### src/design/dtc_regs.vh
// register offsets, field positions, reset values and latency figures for the termination block
`ifndef DTC_REGS_VH
`define DTC_REGS_VH

// register byte offsets
`define DTC_OFF_MODE_ONE   8'h00
`define DTC_OFF_MODE_TWO   8'h04
`define DTC_OFF_MODE_FIVE  8'h08
`define DTC_OFF_LATENCY    8'h0C
`define DTC_OFF_CONTROL    8'h10
`define DTC_OFF_STATUS     8'h14

// nominal value field of mode_register_one (bits 10:8)
`define DTC_NOM_LSB  8
`define DTC_NOM_MSB  10
// write value field of mode_register_two (bits 11:9)
`define DTC_WR_LSB   9
`define DTC_WR_MSB   11
// park value field of mode_register_five (bits 8:6)
`define DTC_PARK_LSB 6
`define DTC_PARK_MSB 8

// latency register fields, one byte each
`define DTC_CWL_LSB  0
`define DTC_CL_LSB   8
`define DTC_AL_LSB   16
`define DTC_PL_LSB   24

// control register bits
`define DTC_CTL_PRE2 0
`define DTC_CTL_CRC  1

// reset values
`define DTC_RST_MODE   32'h0000_0000
`define DTC_RST_LAT    32'h0000_0E0B
// latency register fields after reset, matching the packed word above
`define DTC_RST_LAT_CWL 8'h0B
`define DTC_RST_LAT_CL  8'h0E
`define DTC_RST_CTL    2'h0

// termination state encodings
`define DTC_ST_HIZ   2'h0
`define DTC_ST_PARK  2'h1
`define DTC_ST_NOM   2'h2
`define DTC_ST_WR    2'h3

// latency offsets in command clock cycles
`define DTC_X_PRE1       9'h002
`define DTC_X_PRE2       9'h003
`define DTC_RD4_PRE1     9'h004
`define DTC_RD4_PRE2     9'h005
`define DTC_RD8_PRE1     9'h006
`define DTC_RD8_PRE2     9'h007
`define DTC_WN4_PRE1     9'h004
`define DTC_WN4_PRE1_CRC 9'h007
`define DTC_WN4_PRE2     9'h005
`define DTC_WN4_PRE2_CRC 9'h008
`define DTC_WN8_PRE1     9'h006
`define DTC_WN8_PRE1_CRC 9'h007
`define DTC_WN8_PRE2     9'h007
`define DTC_WN8_PRE2_CRC 9'h008

// history depth in command clock cycles
`define DTC_HIST_DEPTH   128

`endif

### src/design/dtc_hist.v
// event history shift register with an age window detector
`timescale 1ns/1ps
module dtc_hist (
	input wire clk,
	input wire srst,
	input wire step,
	input wire din,
	input wire [8:0] lo,
	input wire [8:0] hi,
	output wire hit
);
	localparam DEPTH = 128;

	reg [DEPTH-1:0] age_q;
	wire [DEPTH-1:0] in_win;

	// bit i holds the event seen i command edges ago
	always @(posedge clk) begin
		if (srst) begin
			age_q <= {DEPTH{1'b0}};
		end else if (step) begin
			age_q <= {age_q[DEPTH-2:0], din};
		end
	end

	// an event is live while its age lies in [lo, hi)
	genvar i;
	generate
		for (i = 0; i < DEPTH; i = i + 1) begin : g_win
			localparam [8:0] AGE = i;
			assign in_win[i] = age_q[i] & (AGE >= lo) & (AGE < hi);
		end
	endgenerate

	assign hit = |in_win;
endmodule // dtc_hist

### src/design/dtc_top.v
// on-die termination control for one data byte lane
// Functional notes
// - synchronous timing whenever delay loop is locked
// - synchronous timing in active, idle, power-down states
// - nominal follows pin after direct latencies
// - direct latencies are write latency minus two/three
// - additive and parity latency in every latency
// - read turns termination off after read latency minus two/three
// - chop-4 read restores park four/five later
// - burst-8 read restores park six/seven later
// - never terminate while driving read data; reads turn it off only with delay loop locked
// - dynamic switching only when write field bit 0 or 1 set
// - nominal, write, park values from mode fields
// - no write: nominal per pin, park when low
// - any write selects write value after latency
// - write value released after chop-4/burst-8 latency
// - release latencies track crc and long preamble
// - no dynamic switching with delay loop off
// - priority: read off, write, nominal, park
// - self-refresh forces high impedance termination
// - nominal field zero makes pin ignored
// - change latency and release adders per mode
`timescale 1ns/1ps
`include "dtc_regs.vh"
module dtc_top (
	input wire clk,
	input wire srst,
	input wire [7:0] reg_addr,
	input wire [31:0] reg_wdata,
	input wire reg_wr,
	input wire reg_rd,
	output reg [31:0] reg_rdata_q,
	input wire cmd_clk,
	input wire termination_control_pin,
	input wire cmd_write,
	input wire cmd_read,
	input wire cmd_chop4,
	input wire dll_locked,
	input wire self_refresh,
	output reg [1:0] term_state_q,
	output reg [2:0] term_value_q,
	output reg term_on_q
);

	// software visible configuration
	reg [2:0] nom_val_q;
	reg [2:0] wr_val_q;
	reg [2:0] park_val_q;
	reg [7:0] cwl_q;
	reg [7:0] cl_q;
	reg [7:0] al_q;
	reg [7:0] pl_q;
	reg pre2_q;
	reg crc_q;

	// pin synchronisers: stage one feeds stage two only
	reg [4:0] pin_s1_q;
	reg [4:0] pin_s2_q;
	reg ck_prev_q;
	wire ck_rise;
	wire odt_s;
	wire wr_s;
	wire rd_s;
	wire bc4_s;

	// computed latencies, in command clock cycles
	wire [8:0] wl;
	wire [8:0] rl;
	wire [8:0] x_sub;
	wire [8:0] direct_lat;
	wire [8:0] rd_off_lat;
	wire [8:0] rd_on4_lat;
	wire [8:0] rd_on8_lat;
	wire [8:0] cnw_lat;
	wire [8:0] cwn4_lat;
	wire [8:0] cwn8_lat;
	wire [8:0] add4;
	wire [8:0] add8;

	// window hits from the history lines
	wire pin_hit;
	wire rd4_hit;
	wire rd8_hit;
	wire wr4_hit;
	wire wr8_hit;
	wire rd_off;
	wire wr_on;
	wire nom_on;
	wire dyn_en;
	wire sync_mode;
	wire pin_used;

	reg [1:0] state_d;
	reg [2:0] value_d;
	reg [31:0] rdata_d;

	// saturating subtract so short latency settings never wrap
	function [8:0] sat_sub;
		input [8:0] a;
		input [8:0] b;
		begin
			if (a > b) begin
				sat_sub = a - b;
			end else begin
				sat_sub = 9'h000;
			end
		end
	endfunction

	// register writes; fields sit at their mode register bit positions
	always @(posedge clk) begin
		if (srst) begin
			nom_val_q <= 3'h0;
			wr_val_q <= 3'h0;
			park_val_q <= 3'h0;
			cwl_q <= `DTC_RST_LAT_CWL;
			cl_q <= `DTC_RST_LAT_CL;
			al_q <= 8'h00;
			pl_q <= 8'h00;
			pre2_q <= 1'b0;
			crc_q <= 1'b0;
		end else if (reg_wr) begin
			case (reg_addr)
				`DTC_OFF_MODE_ONE: begin
					nom_val_q <= reg_wdata[`DTC_NOM_MSB:`DTC_NOM_LSB];
				end
				`DTC_OFF_MODE_TWO: begin
					wr_val_q <= reg_wdata[`DTC_WR_MSB:`DTC_WR_LSB];
				end
				`DTC_OFF_MODE_FIVE: begin
					park_val_q <= reg_wdata[`DTC_PARK_MSB:`DTC_PARK_LSB];
				end
				`DTC_OFF_LATENCY: begin
					cwl_q <= reg_wdata[`DTC_CWL_LSB+7:`DTC_CWL_LSB];
					cl_q <= reg_wdata[`DTC_CL_LSB+7:`DTC_CL_LSB];
					al_q <= reg_wdata[`DTC_AL_LSB+7:`DTC_AL_LSB];
					pl_q <= reg_wdata[`DTC_PL_LSB+7:`DTC_PL_LSB];
				end
				`DTC_OFF_CONTROL: begin
					pre2_q <= reg_wdata[`DTC_CTL_PRE2];
					crc_q <= reg_wdata[`DTC_CTL_CRC];
				end
				default: begin
					nom_val_q <= nom_val_q;
				end
			endcase
		end
	end

	// read mux; unmapped offsets read zero
	always @* begin
		rdata_d = 32'h0000_0000;
		case (reg_addr)
			`DTC_OFF_MODE_ONE: begin
				rdata_d[`DTC_NOM_MSB:`DTC_NOM_LSB] = nom_val_q;
			end
			`DTC_OFF_MODE_TWO: begin
				rdata_d[`DTC_WR_MSB:`DTC_WR_LSB] = wr_val_q;
			end
			`DTC_OFF_MODE_FIVE: begin
				rdata_d[`DTC_PARK_MSB:`DTC_PARK_LSB] = park_val_q;
			end
			`DTC_OFF_LATENCY: begin
				rdata_d = {pl_q, al_q, cl_q, cwl_q};
			end
			`DTC_OFF_CONTROL: begin
				rdata_d[`DTC_CTL_PRE2] = pre2_q;
				rdata_d[`DTC_CTL_CRC] = crc_q;
			end
			`DTC_OFF_STATUS: begin
				rdata_d[1:0] = term_state_q;
				rdata_d[4:2] = term_value_q;
				rdata_d[5] = term_on_q;
				rdata_d[6] = rd_off;
				rdata_d[7] = wr_on;
				rdata_d[8] = sync_mode;
				rdata_d[9] = dyn_en;
			end
			default: begin
				rdata_d = 32'h0000_0000;
			end
		endcase
	end

	// read data stand only in the cycle after the strobe
	always @(posedge clk) begin
		if (srst) begin
			reg_rdata_q <= 32'h0000_0000;
		end else if (reg_rd) begin
			reg_rdata_q <= rdata_d;
		end else begin
			reg_rdata_q <= 32'h0000_0000;
		end
	end

	// two-flop synchronisers for the command clock and every controller pin
	always @(posedge clk) begin
		if (srst) begin
			pin_s1_q <= 5'h00;
			pin_s2_q <= 5'h00;
			ck_prev_q <= 1'b0;
		end else begin
			pin_s1_q <= {cmd_clk, termination_control_pin, cmd_write, cmd_read, cmd_chop4};
			pin_s2_q <= pin_s1_q;
			ck_prev_q <= pin_s2_q[4];
		end
	end

	// pins share one delay with the clock, so each rise samples stable levels;
	// this assumes the controller moves its pins well away from the rising edge
	assign ck_rise = pin_s2_q[4] & ~ck_prev_q;
	assign odt_s = pin_s2_q[3];
	assign wr_s = pin_s2_q[2];
	assign rd_s = pin_s2_q[1];
	assign bc4_s = pin_s2_q[0];

	// write and read latencies include additive and parity latency
	assign wl = {1'b0, cwl_q} + {1'b0, al_q} + {1'b0, pl_q};
	assign rl = {1'b0, cl_q} + {1'b0, al_q} + {1'b0, pl_q};
	assign x_sub = pre2_q ? `DTC_X_PRE2 : `DTC_X_PRE1;

	// direct latencies; on and off share one figure, so one tap serves both
	assign direct_lat = sat_sub(wl, x_sub);
	assign rd_off_lat = sat_sub(rl, x_sub);
	assign rd_on4_lat = rd_off_lat + (pre2_q ? `DTC_RD4_PRE2 : `DTC_RD4_PRE1);
	assign rd_on8_lat = rd_off_lat + (pre2_q ? `DTC_RD8_PRE2 : `DTC_RD8_PRE1);

	// dynamic write latencies and their release adders
	assign cnw_lat = sat_sub(wl, x_sub);
	assign add4 = crc_q ? (pre2_q ? `DTC_WN4_PRE2_CRC : `DTC_WN4_PRE1_CRC) :
		(pre2_q ? `DTC_WN4_PRE2 : `DTC_WN4_PRE1);
	assign add8 = crc_q ? (pre2_q ? `DTC_WN8_PRE2_CRC : `DTC_WN8_PRE1_CRC) :
		(pre2_q ? `DTC_WN8_PRE2 : `DTC_WN8_PRE1);
	assign cwn4_lat = cnw_lat + add4;
	assign cwn8_lat = cnw_lat + add8;

	// pin history: the nominal value is live one cycle at the tap age
	dtc_hist u_pin (
		.clk(clk),
		.srst(srst),
		.step(ck_rise),
		.din(odt_s),
		.lo(direct_lat),
		.hi(direct_lat + 9'h001),
		.hit(pin_hit)
	);

	// chop-4 reads disable termination until their shorter turn-on point
	dtc_hist u_rd4 (
		.clk(clk),
		.srst(srst),
		.step(ck_rise),
		.din(rd_s & bc4_s),
		.lo(rd_off_lat),
		.hi(rd_on4_lat),
		.hit(rd4_hit)
	);

	// burst-8 reads hold termination off two cycles longer
	dtc_hist u_rd8 (
		.clk(clk),
		.srst(srst),
		.step(ck_rise),
		.din(rd_s & ~bc4_s),
		.lo(rd_off_lat),
		.hi(rd_on8_lat),
		.hit(rd8_hit)
	);

	// chop-4 writes: plain, auto-precharge and fixed-chop variants alike
	dtc_hist u_wr4 (
		.clk(clk),
		.srst(srst),
		.step(ck_rise),
		.din(wr_s & bc4_s),
		.lo(cnw_lat),
		.hi(cwn4_lat),
		.hit(wr4_hit)
	);

	// burst-8 writes, whether fixed by mode or chosen on the fly
	dtc_hist u_wr8 (
		.clk(clk),
		.srst(srst),
		.step(ck_rise),
		.din(wr_s & ~bc4_s),
		.lo(cnw_lat),
		.hi(cwn8_lat),
		.hit(wr8_hit)
	);

	// synchronous timing whenever the delay loop is locked; power-down and
	// active states keep the same latencies, only an unlocked delay loop leaves them
	assign sync_mode = dll_locked;

	// dynamic switching needs write field bit 0 or 1 set and a locked delay loop;
	// clearing the field to zero is how the controller turns it off
	assign dyn_en = (wr_val_q[0] | wr_val_q[1]) & sync_mode;

	// a zero nominal field makes the pin irrelevant
	assign pin_used = (nom_val_q != 3'h0);

	// with the loop off, nominal simply follows the sampled pin without latency
	assign nom_on = pin_used & (sync_mode ? pin_hit : odt_s);
	assign rd_off = sync_mode & (rd4_hit | rd8_hit);
	assign wr_on = dyn_en & (wr4_hit | wr8_hit);

	// priority: self-refresh, read-off, write, nominal, park
	always @* begin
		state_d = `DTC_ST_HIZ;
		value_d = 3'h0;
		if (self_refresh) begin
			state_d = `DTC_ST_HIZ;
			value_d = 3'h0;
		end else if (rd_off) begin
			state_d = `DTC_ST_HIZ;
			value_d = 3'h0;
		end else if (wr_on) begin
			state_d = `DTC_ST_WR;
			value_d = wr_val_q;
		end else if (nom_on) begin
			state_d = `DTC_ST_NOM;
			value_d = nom_val_q;
		end else if (park_val_q != 3'h0) begin
			state_d = `DTC_ST_PARK;
			value_d = park_val_q;
		end else begin
			state_d = `DTC_ST_HIZ;
			value_d = 3'h0;
		end
	end

	// registered termination outputs; off value always reads as high impedance
	always @(posedge clk) begin
		if (srst) begin
			term_state_q <= `DTC_ST_HIZ;
			term_value_q <= 3'h0;
			term_on_q <= 1'b0;
		end else begin
			term_state_q <= state_d;
			term_value_q <= value_d;
			term_on_q <= (value_d != 3'h0);
		end
	end

endmodule // dtc_top

### config.mk
export PLATFORM = sky130hd
export DESIGN_NAME = dtc_top
export DESIGN_NICKNAME = d
export VERILOG_FILES = /design/src/design/dtc_hist.v /design/src/design/dtc_top.v
export VERILOG_INCLUDE_DIRS = /design/src /design/src/design
export SDC_FILE = /design/constraint.sdc
export NUM_CORES = 2
export LEC_CHECK = 0
export ABC_AREA = 1
export BUFFER_PORTS_ARGS = -buffer_cell sky130_fd_sc_hd__buf_4
export CORE_MARGIN = 8
export CORE_UTILIZATION = 35
export CTS_CLUSTER_SIZE = 28
export DETAILED_ROUTE_END_ITERATION = 7
export SLEW_MARGIN = 20
export SYNTH_ARGS = -nofsm -noshare
export SYNTH_HDL_FRONTEND = slang
export SYNTH_SLANG_ARGS = --single-unit
### constraint.sdc
create_clock -name clk -period 6.4 [get_ports clk]
set_input_delay 0.64 -clock clk [delete_from_list [all_inputs] [get_ports clk]]
set_output_delay 0.64 -clock clk [all_outputs]
set_load 0.01 [all_outputs]
-- Word level (Yosys, flattened, before mapping)
Cells that the tools add are included.
Widths: inputs -> output; s select.
- reduce and logical (&&, ||, !) cells: 17
- mux-type cells: 24
- $add $sub $neg: 11
- magnitude comparators: 898
- eq/ne operators: 5
- bitwise operators: 1296
- operators by type and width (operator ; count):
    $lt 7x9->1 const A ; 320
    $lt 6x9->1 const A ; 160
    $and 1x1->1 ; 1289
    $ge 7x9->1 const A ; 128
    $lt 5x9->1 const A ; 80
    $reduce_or 128->1 ; 5
    $ge 6x9->1 const A ; 64
    $lt 4x9->1 const A ; 40
    $ge 5x9->1 const A ; 32
    $lt 3x9->1 const A ; 20
    $ge 4x9->1 const A ; 16
    $lt 1x9->1 const A ; 10
    $lt 2x9->1 const A ; 10
    $ge 3x9->1 const A ; 8
    $ge 1x9->1 const A ; 4
    $ge 2x9->1 const A ; 4
    $add 9x9->9 ; 3
    $mux 9 ; 3
    $add 8x8->9 ; 2
    $add 9x8->9 ; 2
    $gt 9x2->1 ; 2
    $sub 9x2->9 ; 2
    $eq 8x4->1 const B ; 2
    $eq 8x5->1 const B ; 2
    19 further kinds ; 43
- register bits: 732
- output and inout port bits: 38
- input bits: 51
- logic and storage cells: 2273

-- Depth between registers and ports, before layout
- depth after elaboration: 15
- mapped depth: 48
- depth with buffers taken out: 45

-- Cells and area by module
A second synthesis with hierarchy kept.
- cells, all modules: 8130
- area total of the unflattened synthesis: 47894.7 µm²
- by module, submodules not included (module ; sequential area each (µm²) ; area an instance (µm²) ; cells an instance ; times used):
    dtc_hist ; 2562.5 ; 8421.8 ; 1469 ; 5
    dtc_top ; 1841.8 ; 5785.5 ; 785 ; 1

-- Worst setup path after synthesis
OpenSTA, ideal clock, no wires.
- path type: flip-flop to flip-flop
- from: register al_q[1]
- to: register term_on_q
- library setup time: 0.109 ns
- stages on the path, launching flop included: 42
- data arrival time: 5.785 ns
- path slack: 0.506 ns
- path buffers: 2
- clock period less this slack: 5.894 ns
- data required time: 6.291 ns
- cell sequence: dfxtp_1 > inv_1 > fa_1 > inv_1 > ha_1 > fa_1 > nand2_1 > nand2_1 > nand3_1 > nand2_1 > nand2_1 > nand2_1 > nand3_1 > nor2_1 > nor2_1 > clkbuf_1 > ha_1 > inv_1 > (+6 left out) > nand3_1 > buf_2 > nand2_1 > nor2_1 > nor2_1 > nand3_1 > nor2_1 > nand2_1 > nor2_1 > nand2_1 > nor2_1 > nand2_1 > nand2_2 > nand3_1 > nand2_1 > nand3_1 > nand2_1 > inv_1
- word-level cells in the longest chain between the ends: 15
- elaborated cells on any way between the ends: 2207
- classes of those cells: add/sub: 11; order compare: 898; mux: 7; bitwise: 1285; reduce/logical: 6
- RTL lines (what ; line ; source):
    start, declared ; dtc_top.v:51 ; reg [7:0] al_q;
    start signal, assigned ; dtc_top.v:136 ; al_q <= reg_wdata[`DTC_AL_LSB+7:`DTC_AL_LSB];
    $add 8x8->9 ; dtc_top.v:218 ; assign wl = {1'b0, cwl_q} + {1'b0, al_q} + {1'b0, pl_q};
    $add 9x8->9 ; dtc_top.v:218 ;
    $sub 9x2->9 / $gt 9x2->1 (equally long branches) ; dtc_top.v:103, dtc_top.v:102 ;
    $mux 9 ; dtc_top.v:102 ; if (a > b) begin
    $add 9x1->9, or another cell as far along ; dtc_top.v:244 ; .hi(direct_lat + 9'h001),
    $lt 1x9->1, or another cell as far along ; dtc_hist.v:31 ; assign in_win[i] = age_q[i] & (AGE >= lo) & (AGE < hi);
    $and 1x1->1 ; dtc_hist.v:31 ;
    $reduce_or 128->1 ; dtc_hist.v:35 ; assign hit = |in_win;
    $mux 1 ; dtc_top.v:304 ; assign nom_on = pin_used & (sync_mode ? pin_hit : odt_s);
    $and 1x1->1 ; dtc_top.v:304 ;
    $mux 3 ; dtc_top.v:321 ; end else if (nom_on) begin
    $mux 3 ; dtc_top.v:318 ; end else if (wr_on) begin
    $mux 3 * ; dtc_top.v:315 ; end else if (rd_off) begin
    $mux 3 * ; dtc_top.v:312 ; if (self_refresh) begin
    $reduce_bool 3->1 * ; dtc_top.v:342 ; term_on_q <= (value_d != 3'h0);
    end signal, assigned ; dtc_top.v:342 ;
    end, declared ; dtc_top.v:42 ; output reg term_on_q
Every way passes the cells marked *; elsewhere a longest branch is shown, timed or not.
A chain may end at the register's enable or synchronous reset.

-- Worst setup path after layout
- from: register cwl_q[1]
- to: register term_on_q
- word-level cells in the longest chain between the ends: 15
- elaborated cells on any way between the ends: 1300
- classes of those cells: add/sub: 6; order compare: 513; mux: 6; bitwise: 771; reduce/logical: 4
- RTL lines (what ; line ; source):
    start, declared ; dtc_top.v:49 ; reg [7:0] cwl_q;
    start signal, assigned ; dtc_top.v:116 ; cwl_q <= `DTC_RST_LAT_CWL;
    start signal, assigned ; dtc_top.v:134 ; cwl_q <= reg_wdata[`DTC_CWL_LSB+7:`DTC_CWL_LSB];
    $add 8x8->9 * ; dtc_top.v:218 ;
    $add 9x8->9 * ; dtc_top.v:218 ;
    $sub 9x2->9 / $gt 9x2->1 (equally long branches) ; dtc_top.v:103, dtc_top.v:102 ;
    $mux 9 * ; dtc_top.v:102 ;
    $add 9x1->9, or another cell as far along ; dtc_top.v:244 ;
    $lt 1x9->1, or another cell as far along ; dtc_hist.v:31 ;
    $and 1x1->1 ; dtc_hist.v:31 ;
    $reduce_or 128->1 ; dtc_hist.v:35 ;
    $mux 1 ; dtc_top.v:304 ;
    $and 1x1->1 ; dtc_top.v:304 ;
    $mux 3 ; dtc_top.v:321 ;
    $mux 3 * ; dtc_top.v:318 ;
    $mux 3 * ; dtc_top.v:315 ;
    $mux 3 * ; dtc_top.v:312 ;
    $reduce_bool 3->1 * ; dtc_top.v:342 ;
Marks and branches as above.

==> impl_metrics.py <==
metrics = {
    "clocking": {
        "clock_tree_from_tritoncts": "built",
        "max-clock-path-buffers": 3,
        "numCtsBuffers": 85,
        "clock_latency_ns": 0.72,
        "clkSlewWorstSetupHoldPaths_ns": 0.06,
        "cts_root_buf": "sky130_fd_sc_hd__clkbuf_16",
        "cts.htree.levels": 3,
        "cts.sink_count": 732,
    },
    "timing": {
        "timing.clock.skew_ns": 0.03284,
        "fin_setup_tns_ns": 0,
        "fin_ws_ns": 0.1118,
        "grt_setup_unrepaired": "yes",
        "setup_viol_count_final": 0,
        "finalCritPeriodShare_pct": 98.25,
        "max_freq_mhz": 159.0,
        "timing_worst_slew_pin_value_ns": 1.118,
        "finalHoldViolations": 0,
        "finalWorstPathRequiredPeriod_ns": 6.288,
        "timing_max_transition_violations_final": 0,
        "max-slew-margin-rel_pct": 25.47,
    },
    "setup_path": {
        "critical_path.slowest_cell": "sky130_fd_sc_hd__fa_1",
        "reg2reg_from": "cwl_q[1]$_SDFFE_PP1P_",
        "required_time_at_the_endpoint_of_the_critical_path_ns": 7.00,
        "timing.critical_path.to_type": "flop",
        "peak_fanout_along_the_critical_path": 6,
        "crit_path_frequent_cell": "sky130_fd_sc_hd__nand2_1",
        "critPathLaunchType": "flop",
        "worstRegToRegCells": 38,
        "critPathKind": "reg -> reg",
        "crit_end": "term_on_q$_SDFF_PP0_",
        "timing.critical_path.slowest_cell_delay_ns": 0.53,
        "regToRegEndpoint": "term_on_q$_SDFF_PP0_",
        "reg2reg_setup_slack_ns": 0.11,
        "crit_start": "cwl_q[1]$_SDFFE_PP1P_",
        "worstPathArrival_ns": 6.88,
    },
    "pwr": {
        "p_leak_nw": 26.61,
        "max-vdd-ir-drop_uv": 218.8,
        "p_per_area_nw_per_um2": 200.6,
    },
    "synth": {
        "synth-seq-cells": 732,
        "synthMostInstantiatedCell": "sky130_fd_sc_hd__nand2_1",
        "synth_edf_count": 0,
        "yosys_warnings": 0,
        "post_synth_inst_count": 7367,
        "synthesis.nets": 7468,
        "synth.avg_cell_area_sq_um": 6.072,
        "synth-async-reset-ratio_pct": 0,
        "synth_largest_area_cell": "sky130_fd_sc_hd__dfxtp_1",
        "yosysSeqAreaShare_pct": 32.76,
        "area_share_of_the_largest_cell_type_after_synthesis_pct": 32.76,
        "postSynth.topFlopCell": "sky130_fd_sc_hd__dfxtp_1",
        "synthTopCellsByCount": "sky130_fd_sc_hd__nand2_1, sky130_fd_sc_hd__nor2_1, sky130_fd_sc_hd__o21ai_0, sky130_fd_sc_hd__dfxtp_1, sky130_fd_sc_hd__inv_1",
        "count_of_different_cell_masters_after_synthesis": 56,
        "syn-cell-area_sq_um": 44730,
        "synthTopCellsByArea": "sky130_fd_sc_hd__dfxtp_1, sky130_fd_sc_hd__nand2_1, sky130_fd_sc_hd__nor2_1, sky130_fd_sc_hd__o21ai_0, sky130_fd_sc_hd__nand3_1",
    },
    "place": {
        "io_port_bufs": 88,
        "placement.cell_area_sq_um": 53330,
        "globalplace.congestion": 1.151,
        "post-place-ws_ns": -0.6871,
        "dp_cells": 9658,
        "hpwl_um": 195900,
    },
    "floorplan": {
        "die_height_um": 373.5,
        "io_pins": 89,
        "rows": 131,
        "die_width_um": 373.5,
        "floorplan.die_area_sq_um": 139500,
        "starting_density_pct": 35.17,
        "core_area_sq_um": 127200,
    },
    "drt": {
        "avgViaCountPerCell": 5.484,
        "post_drt_wl_per_cell_um": 24.97,
        "initialDrtViolationCount": 5973,
        "routed_wl_um": 245800,
        "first_pass_iters": 6,
        "detailroute.via_count": 53980,
        "route.detailed.drc": 0,
        "final_antenna_net_count": 0,
    },
    "status": {
        "outcome": "complete, no violations",
    },
    "flow_run": {
        "drv_cap": 0,
    },
    "global_routing": {
        "gr-usage-met1_pct": 39.19,
        "globalRouteMet2Util_pct": 53.26,
        "maximum_number_of_pins_on_one_net_before_global_route_repair": 253,
        "grt_use_total_pct": 33.47,
        "via_count_of_the_first_global_routing_pass": 51160,
        "globalRouteMet3Util_pct": 4.846,
        "antenna_violations_before_repair": 3,
        "gr-total-overflow": 0,
        "grt_first_pass_wirelength_um": 348500,
        "gr-max-usage-layer": "met2",
    },
    "layout": {
        "synth_to_final_area_change_pct": 27.80,
        "final-instance-count-excl-fill": 9842,
        "final_design_area_no_fill_sq_um": 57170,
        "post_route_cells_drive_above_1_share_pct": 17.90,
        "layout_net_count": 8207,
    },
    "worst_hold_path": {
        "worstHoldPathType": "in -> reg",
    },
}
power breakdown:
group | internal (W) | leakage, nW | total (W) | switching, W
logic | 0.000436 | 19.2 | 0.00131 | 0.000874
clock network | 0.00308 | 1.48 | 0.00524 | 0.00216
registers | 0.00476 | 5.97 | 0.00492 | 0.000158
total | 0.00827 | 26.6 | 0.0115 | 0.00319
logic make-up (layout without fill, tap and decap cells):
| group | Yosys count | after routing | share of synthesized area [%] |
|---|---|---|---|
| xor+xnor | 14 | 14 | 0.3077 |
| other cells | 0 | 2 | 0 |
| fa+ha+maj | 50 | 50 | 1.734 |
| simple gates | 3921 | 3921 | 37.26 |
| compound gates | 1573 | 1573 | 18.31 |
| buf+inv | 1077 | 1888 | 9.636 |
| flops | 732 | 732 | 32.76 |
registers in the layout, indices dropped and copies added, names as in the netlist, 2 cells and up:
name and flops:
pin_s2_q 5, nom_val_q 3, u_rd8.age_q 128, pl_q 8
pin_s1_q 5, cl_q 8, u_rd4.age_q 128, u_wr8.age_q 128
reg_rdata_q 32, u_pin.age_q 128, term_state_q 2, cwl_q 8
park_val_q 3, u_wr4.age_q 128, wr_val_q 3, term_value_q 3
al_q 8
stage by stage:
step           total power [W]  hold WS [ns]  util [%]
2_1_floorplan         0.005610        0.3883         -
3_3_place_gp          0.006244        0.3937     41.93
3_5_place_dp          0.006253        0.3957     41.93
4_1_cts                0.01150       0.09264     44.35
5_1_grt                0.01185        0.1106     44.94
6_report               0.01147        0.1341     44.95
per-layer routing:
layer	part of all wire (%)	routed length, um
met5	0	0
met4	11	27630
met3	6.9	16940
met2	44	108100
met1	38	93070
worst min-delay path by stage:
stage | startpoint | endpoint | slack (ns) | depth (start not counted)
after floorplan | pin_s1_q[0]$_SDFF_PP0_ | pin_s2_q[0]$_SDFF_PP0_ | 0.39 | 2
after global placement | pin_s1_q[1]$_SDFF_PP0_ | pin_s2_q[1]$_SDFF_PP0_ | 0.39 | 2
after detailed placement | pin_s1_q[0]$_SDFF_PP0_ | pin_s2_q[0]$_SDFF_PP0_ | 0.40 | 2
after CTS | termination_control_pin | pin_s1_q[3]$_SDFF_PP0_ | 0.09 | 3
after global routing | termination_control_pin | pin_s1_q[3]$_SDFF_PP0_ | 0.11 | 3
final | termination_control_pin | pin_s1_q[3]$_SDFF_PP0_ | 0.13 | 3
layout make-up:
type                            instances  area [sq um]
Multi-Input combinational cell       5558         26300
Sequential cell                       732         14660
Clock inverter                         46         591.8
Inverter                              695          2635
Clock buffer                          113          2434
Antenna cell                            2         5.005
Timing Repair Buffer                 1034          8466
Fill cell                           13740         70020
Tap cell                             1662          2079
cells in the final DEF, fill, tap and decap left out, types with 9 or more instances in the layout:
| cell | instances |
|---|---|
| sky130_fd_sc_hd__a21boi_0 | 48 |
| sky130_fd_sc_hd__a21oi_1 | 504 |
| sky130_fd_sc_hd__a21oi_2 | 9 |
| sky130_fd_sc_hd__buf_12 | 50 |
| sky130_fd_sc_hd__buf_4 | 969 |
| sky130_fd_sc_hd__buf_6 | 12 |
| sky130_fd_sc_hd__bufinv_16 | 9 |
| sky130_fd_sc_hd__clkbuf_1 | 9 |
| sky130_fd_sc_hd__clkbuf_16 | 87 |
| sky130_fd_sc_hd__clkbuf_8 | 18 |
| sky130_fd_sc_hd__clkinv_2 | 14 |
| sky130_fd_sc_hd__dfxtp_1 | 731 |
| sky130_fd_sc_hd__fa_1 | 18 |
| sky130_fd_sc_hd__ha_1 | 26 |
| sky130_fd_sc_hd__inv_1 | 650 |
| sky130_fd_sc_hd__inv_2 | 35 |
| sky130_fd_sc_hd__nand2_1 | 1452 |
| sky130_fd_sc_hd__nand2_2 | 65 |
| sky130_fd_sc_hd__nand2_4 | 16 |
| sky130_fd_sc_hd__nand3_1 | 614 |
| sky130_fd_sc_hd__nand3_2 | 26 |
| sky130_fd_sc_hd__nand3b_1 | 55 |
| sky130_fd_sc_hd__nand4_1 | 160 |
| sky130_fd_sc_hd__nor2_1 | 1398 |
| sky130_fd_sc_hd__nor2_2 | 59 |
| sky130_fd_sc_hd__nor2_4 | 36 |
| sky130_fd_sc_hd__nor3_1 | 23 |
| sky130_fd_sc_hd__o211ai_1 | 21 |
| sky130_fd_sc_hd__o21ai_0 | 867 |
| sky130_fd_sc_hd__o21ai_1 | 75 |
worst max-delay path, delay by kind of cell, from the launching register on:
kind                       cells  cell delay (ns)
AOI/OAI and AO/OA              3             0.52
DFF                            1             0.34
buffers and inverters         12             1.46
and+or+nand+nor               20             2.66
adders and majority gates      3             1.16
what timing repair did:
action	in CTS	in global routing
endpoints found under the setup margin	7	8
hold buffers	0	0
gates resized for setup	24	147
pin swaps	9	41
setup buffers	0	24
gates cloned	0	1
No activity file was read; power rests on OpenSTA's default activity.
